===== src/rtl/pts_defines.svh =====
// named constants for the counter timebase select block
`ifndef PTS_DEFINES_SVH
`define PTS_DEFINES_SVH

// mode register field positions
`define PTS_BIT_IDLE      7
`define PTS_BIT_WDOG_EN   6
`define PTS_BIT_WDOG_LOCK 5
`define PTS_BIT_UNUSED    4
`define PTS_SEL_HI        3
`define PTS_SEL_LO        1
`define PTS_BIT_IRQ_EN    0

// reset values and counter constants
`define PTS_MODE_RESET    8'h00
`define PTS_COUNT_RESET   16'h0000
`define PTS_COUNT_ALL1    16'hFFFF
`define PTS_COUNT_ONE     16'h0001

// prescaler terminal counts (period minus one)
`define PTS_PRE_ZERO      4'h0
`define PTS_PRE_ONE       4'h1
`define PTS_PRE_DIV12     4'hB
`define PTS_PRE_DIV4      4'h3
`define PTS_OSC_ZERO      3'h0
`define PTS_OSC_ONE       3'h1
`define PTS_OSC_DIV8      3'h7

// synchronised input lanes
`define PTS_LANE_ECI      0
`define PTS_LANE_EXT      1
`define PTS_LANE_RTC      2
`define PTS_LANES         3

`endif


===== src/rtl/pts_pkg.sv =====
// types for the counter timebase select block
package pts_pkg;
	typedef enum logic [2:0] {
		PTS_SRC_DIV12 = 3'h0,
		PTS_SRC_DIV4  = 3'h1,
		PTS_SRC_T0OVF = 3'h2,
		PTS_SRC_ECI   = 3'h3,
		PTS_SRC_SYSCLK = 3'h4,
		PTS_SRC_EXTOSC = 3'h5,
		PTS_SRC_RTCOSC = 3'h6,
		PTS_SRC_RSVD  = 3'h7
	} pts_src_t;
endpackage


===== src/rtl/pts_sync_if.sv =====
// bundle of raw and synchronised input levels
`timescale 1ns/1ps
`include "pts_defines.svh"
interface pts_sync_if;
	logic [`PTS_LANES-1:0] raw;
	logic [`PTS_LANES-1:0] synced;
	modport core (output raw, input synced);
	modport sync (input raw, output synced);
endinterface


===== src/rtl/pts_timebase.sv =====
// timebase selection, 16-bit counter, overflow flag and mode register
`timescale 1ns/1ps
`include "pts_defines.svh"

////////////////////////////////////////////////////////////////////////////////
// How it works
// - bit 4 of the mode register reads zero; writes to it are dropped
// - select 000 ticks every 12 clocks, select 001 every 4 clocks
// - select 010 ticks on each timer 0 overflow pulse
// - select 011 counts falling edges of the count input, source at most clock/4
// - select 100 ticks on every system clock
// - select 101 ticks every 8 synchronised external oscillator cycles
// - select 110 ticks every 8 synchronised rtc oscillator cycles; 111 reserved
// - overflow request goes out only while enable is 1 and flag set
// - once lock is set, watchdog enable cannot be cleared until reset
module pts_timebase (
	// clock and reset
	input  wire logic        clock,
	input  wire logic        rst_b,
	// mode register access
	input  wire logic        mode_wr,
	input  wire logic [7:0]  mode_wdata,
	output logic      [7:0]  mode_rdata,
	// overflow flag control
	input  wire logic        flag_clear,
	output logic             counter_overflow_flag,
	output logic             overflow_irq,
	// counter
	output logic      [15:0] counter_value,
	// count sources
	input  wire logic        timer0_overflow,
	input  wire logic        external_count_input,
	input  wire logic        ext_osc_in,
	input  wire logic        rtc_osc_in
);
	////////////////////////////////////////////////////////////////////////////
	// reset release
	// asserts at once; release is retimed so no flop leaves reset on a runt edge
	logic rst_meta_q;
	logic rst_b_sync;

	always_ff @(posedge clock or negedge rst_b) begin
		if (!rst_b) begin
			rst_meta_q <= 1'b0;
			rst_b_sync <= 1'b0;
		end else begin
			rst_meta_q <= 1'b1;
			rst_b_sync <= rst_meta_q;
		end
	end

	////////////////////////////////////////////////////////////////////////////
	// input synchronisers
	pts_sync_if lanes ();

	assign lanes.raw[`PTS_LANE_ECI] = external_count_input;
	assign lanes.raw[`PTS_LANE_EXT] = ext_osc_in;
	assign lanes.raw[`PTS_LANE_RTC] = rtc_osc_in;

	pts_sync u_sync (
		.clock      (clock),
		.rst_b_sync (rst_b_sync),
		.lanes      (lanes.sync)
	);

	////////////////////////////////////////////////////////////////////////////
	// mode register
	logic [7:0] mode_q;
	logic [7:0] mode_d;

	always_comb begin
		mode_d = mode_q;
		if (mode_wr) begin
			mode_d = mode_wdata;
			mode_d[`PTS_BIT_UNUSED] = 1'b0;
			// lock is sticky; a locked enable may be set but never cleared
			mode_d[`PTS_BIT_WDOG_LOCK] = mode_q[`PTS_BIT_WDOG_LOCK]
				| mode_wdata[`PTS_BIT_WDOG_LOCK];
			if (mode_q[`PTS_BIT_WDOG_LOCK]) begin
				mode_d[`PTS_BIT_WDOG_EN] = mode_q[`PTS_BIT_WDOG_EN]
					| mode_wdata[`PTS_BIT_WDOG_EN];
			end
		end
	end

	always_ff @(posedge clock or negedge rst_b_sync) begin
		if (!rst_b_sync) begin
			mode_q <= `PTS_MODE_RESET;
		end else begin
			mode_q <= mode_d;
		end
	end

	pts_pkg::pts_src_t sel;
	assign sel = pts_pkg::pts_src_t'(mode_q[`PTS_SEL_HI:`PTS_SEL_LO]);

	////////////////////////////////////////////////////////////////////////////
	// edge detection and dividers
	// history resets low: a pin idling high shows one rise after reset
	logic [`PTS_LANES-1:0] prev_q;
	logic [`PTS_LANES-1:0] prev_d;
	logic [3:0]            pre_q;
	logic [3:0]            pre_d;
	logic [2:0]            ext_div_q;
	logic [2:0]            ext_div_d;
	logic [2:0]            rtc_div_q;
	logic [2:0]            rtc_div_d;
	logic                  eci_fall;
	logic                  ext_rise;
	logic                  rtc_rise;
	logic                  tick;

	always_comb begin
		prev_d    = lanes.synced;
		eci_fall  = prev_q[`PTS_LANE_ECI] & ~lanes.synced[`PTS_LANE_ECI];
		ext_rise  = ~prev_q[`PTS_LANE_EXT] & lanes.synced[`PTS_LANE_EXT];
		rtc_rise  = ~prev_q[`PTS_LANE_RTC] & lanes.synced[`PTS_LANE_RTC];
		pre_d     = pre_q + `PTS_PRE_ONE;
		ext_div_d = ext_div_q;
		rtc_div_d = rtc_div_q;
		tick      = 1'b0;
		// oscillator dividers run freely so a select change sees a steady phase
		if (ext_rise) begin
			ext_div_d = ext_div_q + `PTS_OSC_ONE;
		end
		if (rtc_rise) begin
			rtc_div_d = rtc_div_q + `PTS_OSC_ONE;
		end
		unique case (sel)
			pts_pkg::PTS_SRC_DIV12: begin
				tick = (pre_q >= `PTS_PRE_DIV12);
				if (tick) begin
					pre_d = `PTS_PRE_ZERO;
				end
			end
			pts_pkg::PTS_SRC_DIV4: begin
				tick = (pre_q >= `PTS_PRE_DIV4);
				if (tick) begin
					pre_d = `PTS_PRE_ZERO;
				end
			end
			pts_pkg::PTS_SRC_T0OVF:  tick = timer0_overflow;
			pts_pkg::PTS_SRC_ECI:    tick = eci_fall;
			pts_pkg::PTS_SRC_SYSCLK: tick = 1'b1;
			pts_pkg::PTS_SRC_EXTOSC:
				tick = ext_rise & (ext_div_q == `PTS_OSC_DIV8);
			pts_pkg::PTS_SRC_RTCOSC:
				tick = rtc_rise & (rtc_div_q == `PTS_OSC_DIV8);
			// reserved code: counter holds
			pts_pkg::PTS_SRC_RSVD:   tick = 1'b0;
		endcase
		if (sel != pts_pkg::PTS_SRC_DIV12 && sel != pts_pkg::PTS_SRC_DIV4) begin
			pre_d = `PTS_PRE_ZERO;
		end
	end

	always_ff @(posedge clock or negedge rst_b_sync) begin
		if (!rst_b_sync) begin
			prev_q    <= '0;
			pre_q     <= `PTS_PRE_ZERO;
			ext_div_q <= `PTS_OSC_ZERO;
			rtc_div_q <= `PTS_OSC_ZERO;
		end else begin
			prev_q    <= prev_d;
			pre_q     <= pre_d;
			ext_div_q <= ext_div_d;
			rtc_div_q <= rtc_div_d;
		end
	end

	////////////////////////////////////////////////////////////////////////////
	// counter
	logic [15:0] count_q;
	logic [15:0] count_d;
	logic        wrap;

	always_comb begin
		count_d = count_q;
		wrap    = 1'b0;
		if (tick) begin
			count_d = count_q + `PTS_COUNT_ONE;
			wrap    = (count_q == `PTS_COUNT_ALL1);
		end
	end

	always_ff @(posedge clock or negedge rst_b_sync) begin
		if (!rst_b_sync) begin
			count_q <= `PTS_COUNT_RESET;
		end else begin
			count_q <= count_d;
		end
	end

	////////////////////////////////////////////////////////////////////////////
	// overflow flag and request
	logic flag_q;
	logic flag_d;
	logic irq_q;
	logic irq_d;

	always_comb begin
		// set wins over a clear in the same cycle
		flag_d = wrap | (flag_q & ~flag_clear);
		// built from next values so the request lines up with flag and enable
		irq_d  = flag_d & mode_d[`PTS_BIT_IRQ_EN];
	end

	always_ff @(posedge clock or negedge rst_b_sync) begin
		if (!rst_b_sync) begin
			flag_q <= 1'b0;
			irq_q  <= 1'b0;
		end else begin
			flag_q <= flag_d;
			irq_q  <= irq_d;
		end
	end

	assign mode_rdata            = mode_q;
	assign counter_value         = count_q;
	assign counter_overflow_flag = flag_q;
	assign overflow_irq          = irq_q;
endmodule // pts_timebase


===== src/rtl/pts_sync.sv =====
// two-flop synchronisers for the asynchronous count and oscillator inputs
`timescale 1ns/1ps
`include "pts_defines.svh"
module pts_sync (
	// clock and reset
	input  wire logic  clock,
	input  wire logic  rst_b_sync,
	// levels
	pts_sync_if.sync   lanes
);
	logic [`PTS_LANES-1:0] meta_q;
	logic [`PTS_LANES-1:0] meta_d;
	logic [`PTS_LANES-1:0] sync_q;
	logic [`PTS_LANES-1:0] sync_d;

	genvar g;
	generate
		for (g = 0; g < `PTS_LANES; g = g + 1) begin : g_lane
			// first stage feeds only the second stage
			always_comb begin
				meta_d[g] = lanes.raw[g];
				sync_d[g] = meta_q[g];
			end
			always_ff @(posedge clock or negedge rst_b_sync) begin
				if (!rst_b_sync) begin
					meta_q[g] <= 1'b0;
					sync_q[g] <= 1'b0;
				end else begin
					meta_q[g] <= meta_d[g];
					sync_q[g] <= sync_d[g];
				end
			end
		end
	endgenerate

	assign lanes.synced = sync_q;
endmodule // pts_sync


===== config.mk =====
export PLATFORM = sky130hd
export DESIGN_NAME = pts_timebase
export DESIGN_NICKNAME = d
export VERILOG_FILES = /design/src/rtl/pts_pkg.sv /design/src/rtl/pts_sync_if.sv /design/src/rtl/pts_timebase.sv /design/src/rtl/pts_sync.sv
export VERILOG_INCLUDE_DIRS = /design/src /design/src/rtl
export SDC_FILE = /design/constraint.sdc
export NUM_CORES = 1
export LEC_CHECK = 0
export CAP_MARGIN = 20
export CORE_UTILIZATION = 62
export CTS_CLUSTER_DIAMETER = 50
export DETAILED_ROUTE_END_ITERATION = 12
export DONT_BUFFER_PORTS = 1
export HOLD_SLACK_MARGIN = 0.1
export PLACE_DENSITY = 0.83
export SLEW_MARGIN = 40
export SYNTH_ARGS = -nofsm -noshare
export SYNTH_HDL_FRONTEND = slang
export SYNTH_SLANG_ARGS = --single-unit

===== constraint.sdc =====
create_clock -name clock -period 2.1 [get_ports clock]
set_clock_uncertainty 0.2 [all_clocks]
set_input_delay 0.42 -clock clock [delete_from_list [all_inputs] [get_ports clock]]
set_output_delay 0.42 -clock clock [all_outputs]
set_load 0.005 [all_outputs]

* Word-level counts from Yosys, hierarchy flattened *
Index checks and enable logic that the tools add are counted.

word-level totals
  register bits = 46
  input bits = 16
  output and inout port bits = 26
  logic and storage cells = 59

operators by class
  add/sub/neg operators = 4
  order comparisons = 2
  equality and inequality tests = 11
  muxes and demuxes = 8
  bitwise operators = 14
  reductions and logical operators = 3

operators with widths
  cell                   number
  $eq 3x3->1 const B     6
  $add 16x1->16 const B  1
  $eq 16x16->1 const B   1
  $mux 4                 3
  $pmux 1 s8             1
  $pmux 4 s2             1
  $and 1x1->1            7
  $add 3x1->3 const B    2
  $eq 3x2->1 const B     2
  $add 4x1->4 const B    1
  $ge 4x2->1 const B     1
  $ge 4x4->1 const B     1
  $not 1->1              4
  $eq 3x1->1 const B     1
  $logic_not 3->1        1
  $mux 1                 3
  $ne 3x1->1 const B     1
  $or 1x1->1             3
  $reduce_bool 3->1      1
  $logic_and 1x1->1      1

* Depth between registers and ports, before layout *
  depth in word-level cells = 7
  depth in mapped cells = 7
  mapped depth without buffers = 7

* Cells and area by module *
From an unflattened synthesis, not the netlist that was laid out.

unflattened totals
  cells, all modules = 157
  area, all modules = 2043.2 um^2

by module, submodules not included
  module        times used  cells each  area an instance (um^2)  seq. area each (um^2)
  pts_timebase  1           151         1893.1                   1001.0
  pts_sync      1           6           150.1                    150.1

* Worst setup path before layout *
OpenSTA, ideal clock, no wires.

  path kind = reg-to-reg
  start = reg pre_q[0]
  end = reg count_q[1], in the netlist counter_value[1]
  arrival = 1.748 ns
  path slack = 0.027 ns
  stages on the path, launching flop included = 7
  path buffers = 1
  cell sequence = dfrtp_1 ha_1 or2_4 a2111o_1 buf_6 nand2_4 mux2_4

on the way
  longest elaborated chain between the ends = 2
  elaborated cells on any way between the ends = 3
  those cells by class = order compare: 2; mux: 1

ends and longest elaborated chain
  what                                                RTL line             source
  start, declared                                     pts_timebase.sv:102  logic [3:0] pre_q;
  start signal, assigned                              pts_timebase.sv:160  pre_q <= `PTS_PRE_ZERO;
  start signal, assigned                              pts_timebase.sv:165  pre_q <= pre_d;
  $ge 4x2->1 (no line) or $ge 4x4->1 (tied branches)  n/a
  $pmux 1 s8 *                                        pts_timebase.sv:129  unique case (sel)
  end signal, assigned                                pts_timebase.sv:188  count_q <= `PTS_COUNT_RESET;
  end signal, assigned                                pts_timebase.sv:190  count_q <= count_d;
  end, declared                                       pts_timebase.sv:173  logic [15:0] count_q;

Every way passes the cells marked *; elsewhere a longest branch is shown, timed or not.
A chain may end at the register's enable or synchronous reset.

* Final worst setup path *
  start = reg pre_q[0]
  end = reg irq_q, in the netlist overflow_irq

on the way
  longest elaborated chain between the ends = 5
  elaborated cells on any way between the ends = 6
  those cells by class = order compare: 2; mux: 2; bitwise: 2

ends and longest elaborated chain
  what                                                RTL line             source
  $ge 4x2->1 (no line) or $ge 4x4->1 (tied branches)  n/a
  $pmux 1 s8 *                                        pts_timebase.sv:129
  $mux 1 *                                            pts_timebase.sv:180  if (tick) begin
  $or 1x1->1 *                                        pts_timebase.sv:203  flag_d = wrap | (flag_q & ~flag_clear);
  $and 1x1->1 *                                       pts_timebase.sv:205  irq_d = flag_d & mode_d[`PTS_BIT_IRQ_EN];
  net irq_d                                           pts_timebase.sv:199  logic irq_d;
  end signal, assigned                                pts_timebase.sv:214  irq_q <= irq_d;
  end, declared                                       pts_timebase.sv:198  logic irq_q;

The timed path passes the listed nets; every way through them passes the cells marked *.

==> results_dict.tcl <==
set metrics [dict create \
    synth.most_common_cell "dfrtp_1" \
    synth_common_cells "46 x dfrtp_1, 18 x xnor2_1, 11 x nand4_1" \
    power.switching_mw 0.639 \
    tightest_slew_ns 0.658 \
    synth_ff_type "dfrtp_1" \
    critPathKind "flip-flop to flip-flop" \
    final.setup.tns_ns 0 \
    cts-root-buf "clkbuf_4" \
    rows 20 \
    ys_warn_count 0 \
    r2r_cells 6 \
    synth.distinct_cells 41 \
    yosysSeqAreaShare_pct 56.3 \
    finalSetupViolCount 0 \
    antenna_found_initial 0 \
    synth_compound_area_share_pct 5.82 \
    place_congestion 0.779 \
    drv_cap 0 \
    hpwl_um 2460 \
    cp_num_buf_inv 1 \
    fmax_ghz 0.494 \
    ant_nets 0 \
    synth_top_area_share_pct 56.3 \
    cp_cell_sequence "ha_2, or2_4, a2111o_1, buf_4, nand4_1, a21boi_1" \
    drcViolationCount 0 \
    viasPerCell 5.69 \
    die_area_um2 3530 \
    netlist_top_cells_area "dfrtp_1 56%, xnor2_1 7.7%, mux2_2 4.4%" \
    grt_pass1_vias 1464 \
    clk_latency_ns 0.36 \
    coreArea_um2 3080 \
    post-route-min-period_ns 2.02 \
    clock_path_buffers 2 \
    rrSetupSlack_ns 0.08 \
    clkSlewWorstSetupHoldPaths_ns 0.12 \
    final_hold_viol_count 0 \
    grt_usage_pct 25.9 \
    crit_family "compound AO/OA/AOI/OAI gates" \
    r2r-end "overflow_irq" \
    synth_top_family_by_area "simple AND/OR/NAND/NOR gates" \
    syn_nets 179 \
    slew-limit-headroom_pct 56.0 \
    yosys.area_share.simple_pct 17.5 \
    intPower_mw 1.47 \
    multi_input_comb_area_um2 850 \
    cp-start-kind "flip-flop" \
    hold_class "flip-flop to flip-flop" \
    ios 42 \
    dr.pass1.iters 4 \
    power.density_nw_per_um2 891 \
    crit_arrival_ns 2.08 \
    cp_max_fo 8 \
    yosysTopAreaCell "dfrtp_1" \
    outcome "finished, final reports clean" \
    p_leak_nw 0.999 \
    netlist_area_um2 2040 \
    required_ns 2.15 \
    avgSynthCellArea_um2 13.0 \
    htreeDepth 2 \
    vdd_drop_max_uv 784 \
    diodes 0 \
    drt-initial-drc-count 46 \
    tritoncts "done" \
    holdPathStages 0 \
    io_buffers 0 \
    total_power_mw 2.11 \
    grt_pass1_wl_um 6490 \
    die_y_um 59.4 \
    routed_wl_um 3780 \
    die_x_um 59.4 \
    syn_to_final_growth_pct 16.1 \
    num_vias 1297 \
    seq_area_um2 1150 \
    grt_max_degree 30 \
    final.fill_count 182 \
    reg2reg_from "pre_q[0]" \
    drive_gt1_share_pct 22.3 \
    synthMuxAreaShare_pct 5.14 \
    worst_path_max_delay_cell "dfrtp_1" \
    synth_cells 157 \
    async_reset_ff_share_pct 100 \
    p_seq_share_pct 55.4 \
    netSwitchingFraction_pct 30.3 \
    wl_per_cell_um 16.6 \
    yosys.area_share.xor_xnor_pct 8.14 \
    clkPwrFrac_pct 20.5 \
    synth-adder-area-share_pct 4.16 \
    synth-seq-cells 46 \
    power_frac_comb_pct 24.2 \
    crit_path_start "pre_q[0]" \
    cp-end-kind "flip-flop" \
    drv_slew 0 \
    clock_sinks 46 \
    grt-ovfl-total 0 \
    cts_inserted_buffers 5 \
    endpoint "overflow_irq" \
    crit_cells 6 \
    synth-edff-count 0 \
    slowest_delay_ns 0.42 \
    layout.nets 205 \
    fin_crit_sh_pct 96.4 \
    initial_utilization_pct 66.4 \
]
[cells in the final DEF (no fill, tap or decap), drive strengths merged, types with 2 or more instances in the layout]
master / n
dfrtp: 46
xnor2: 18
dlygate4sd3: 16
nand4: 11
mux2: 9
buf: 9
nor2: 8
nand3: 7
clkbuf: 7
nand2: 6
ha: 6
nand2b: 4
inv: 3
and3: 3
nand4b: 2
o21ai: 2
and4: 2
and2: 2
conb: 2
or3: 2
and4bb: 2
nor3: 2
[metal layers]
metal	wire length (µm)	GRT usage [%]
met4	60	9.18
met1	1510	31.0
met5	0	0
met3	204	8.30
met2	2010	44.0
[cell families after synthesis]
group,Yosys count
multiplexers,9
buffers and inverters,9
other,2
flip-flops,46
adder cells (fa/ha/maj),7
AO/OA/AOI/OAI,10
AND/OR/NAND/NOR,55
XOR/XNOR,19
[flip-flops by register name, summed over array words and instances (netlist names)]
name / count
counter_value: 16
mode_rdata: 7
pre_q: 4
ext_div_q: 3
prev_q: 3
rtc_div_q: 3
u_sync.lanes.synced: 3
u_sync.meta_q: 3
counter_overflow_flag: 1
overflow_irq: 1
rst_b_sync: 1
rst_meta_q: 1
[worst register-to-register path, cell delays in order (launching register included)]
cell	delay (ns)
dfrtp_1	0.42
ha_2	0.21
or2_4	0.26
a2111o_1	0.42
buf_4	0.19
nand4_1	0.13
a21boi_1	0.09
[worst min path at each step]
stage | startpoint | endpoint | slack [ns]
floorplan | rst_b | rst_b_sync | -0.08
global placement | rst_b | rst_meta_q | -0.08
detailed placement | rst_b | rst_b_sync | -0.08
CTS | u_sync.meta_q[1] | u_sync.lanes.synced[1] | 0.16
global route | u_sync.meta_q[0] | u_sync.lanes.synced[0] | 0.17
finish | u_sync.meta_q[0] | u_sync.lanes.synced[0] | 0.16
[through the flow]
step | utilization (%) | area, µm² | cells | hold slack, ns | setup slack (ns)
finish | 77.1 | 2370 | 228 | 0.163 | 0.0750
global route | 77.1 | 2370 | 228 | 0.170 | -0.0140
CTS | 75.9 | 2340 | 225 | 0.164 | 0.0143
detailed placement | 68.7 | 2120 | 201 | -0.0755 | 0.0329
global placement | 68.7 | 2120 | 201 | -0.0755 | 0.0529
floorplan | - | 2040 | 157 | -0.0756 | 0.0266
[power groups by stage]
stage / combinational (mW) / clock, mW / sequential [mW]
after floorplan: 0.343 / 0 / 1.16
after global placement: 0.397 / 0 / 1.18
after detailed placement: 0.430 / 0 / 1.19
after CTS: 0.465 / 0.442 / 1.17
after global routing: 0.581 / 0.481 / 1.19
final: 0.511 / 0.432 / 1.17
[final cells by class]
type	instances	share of cell area (%)
multi-input cells	102	35.8
clock buffers	7	2.32
repair buffers	25	10.3
inverters	3	0.475
clock inverters	1	0.211
well taps	44	2.32
flip-flops and latches	46	48.6
[what timing repair did]
action	in CTS	in global routing
setup endpoints to repair	0	16
hold buffers	16	0
buffers inserted	0	3
gates resized for setup	0	6
hold endpoints to repair	29	0
(Power assumes the default switching activity.)
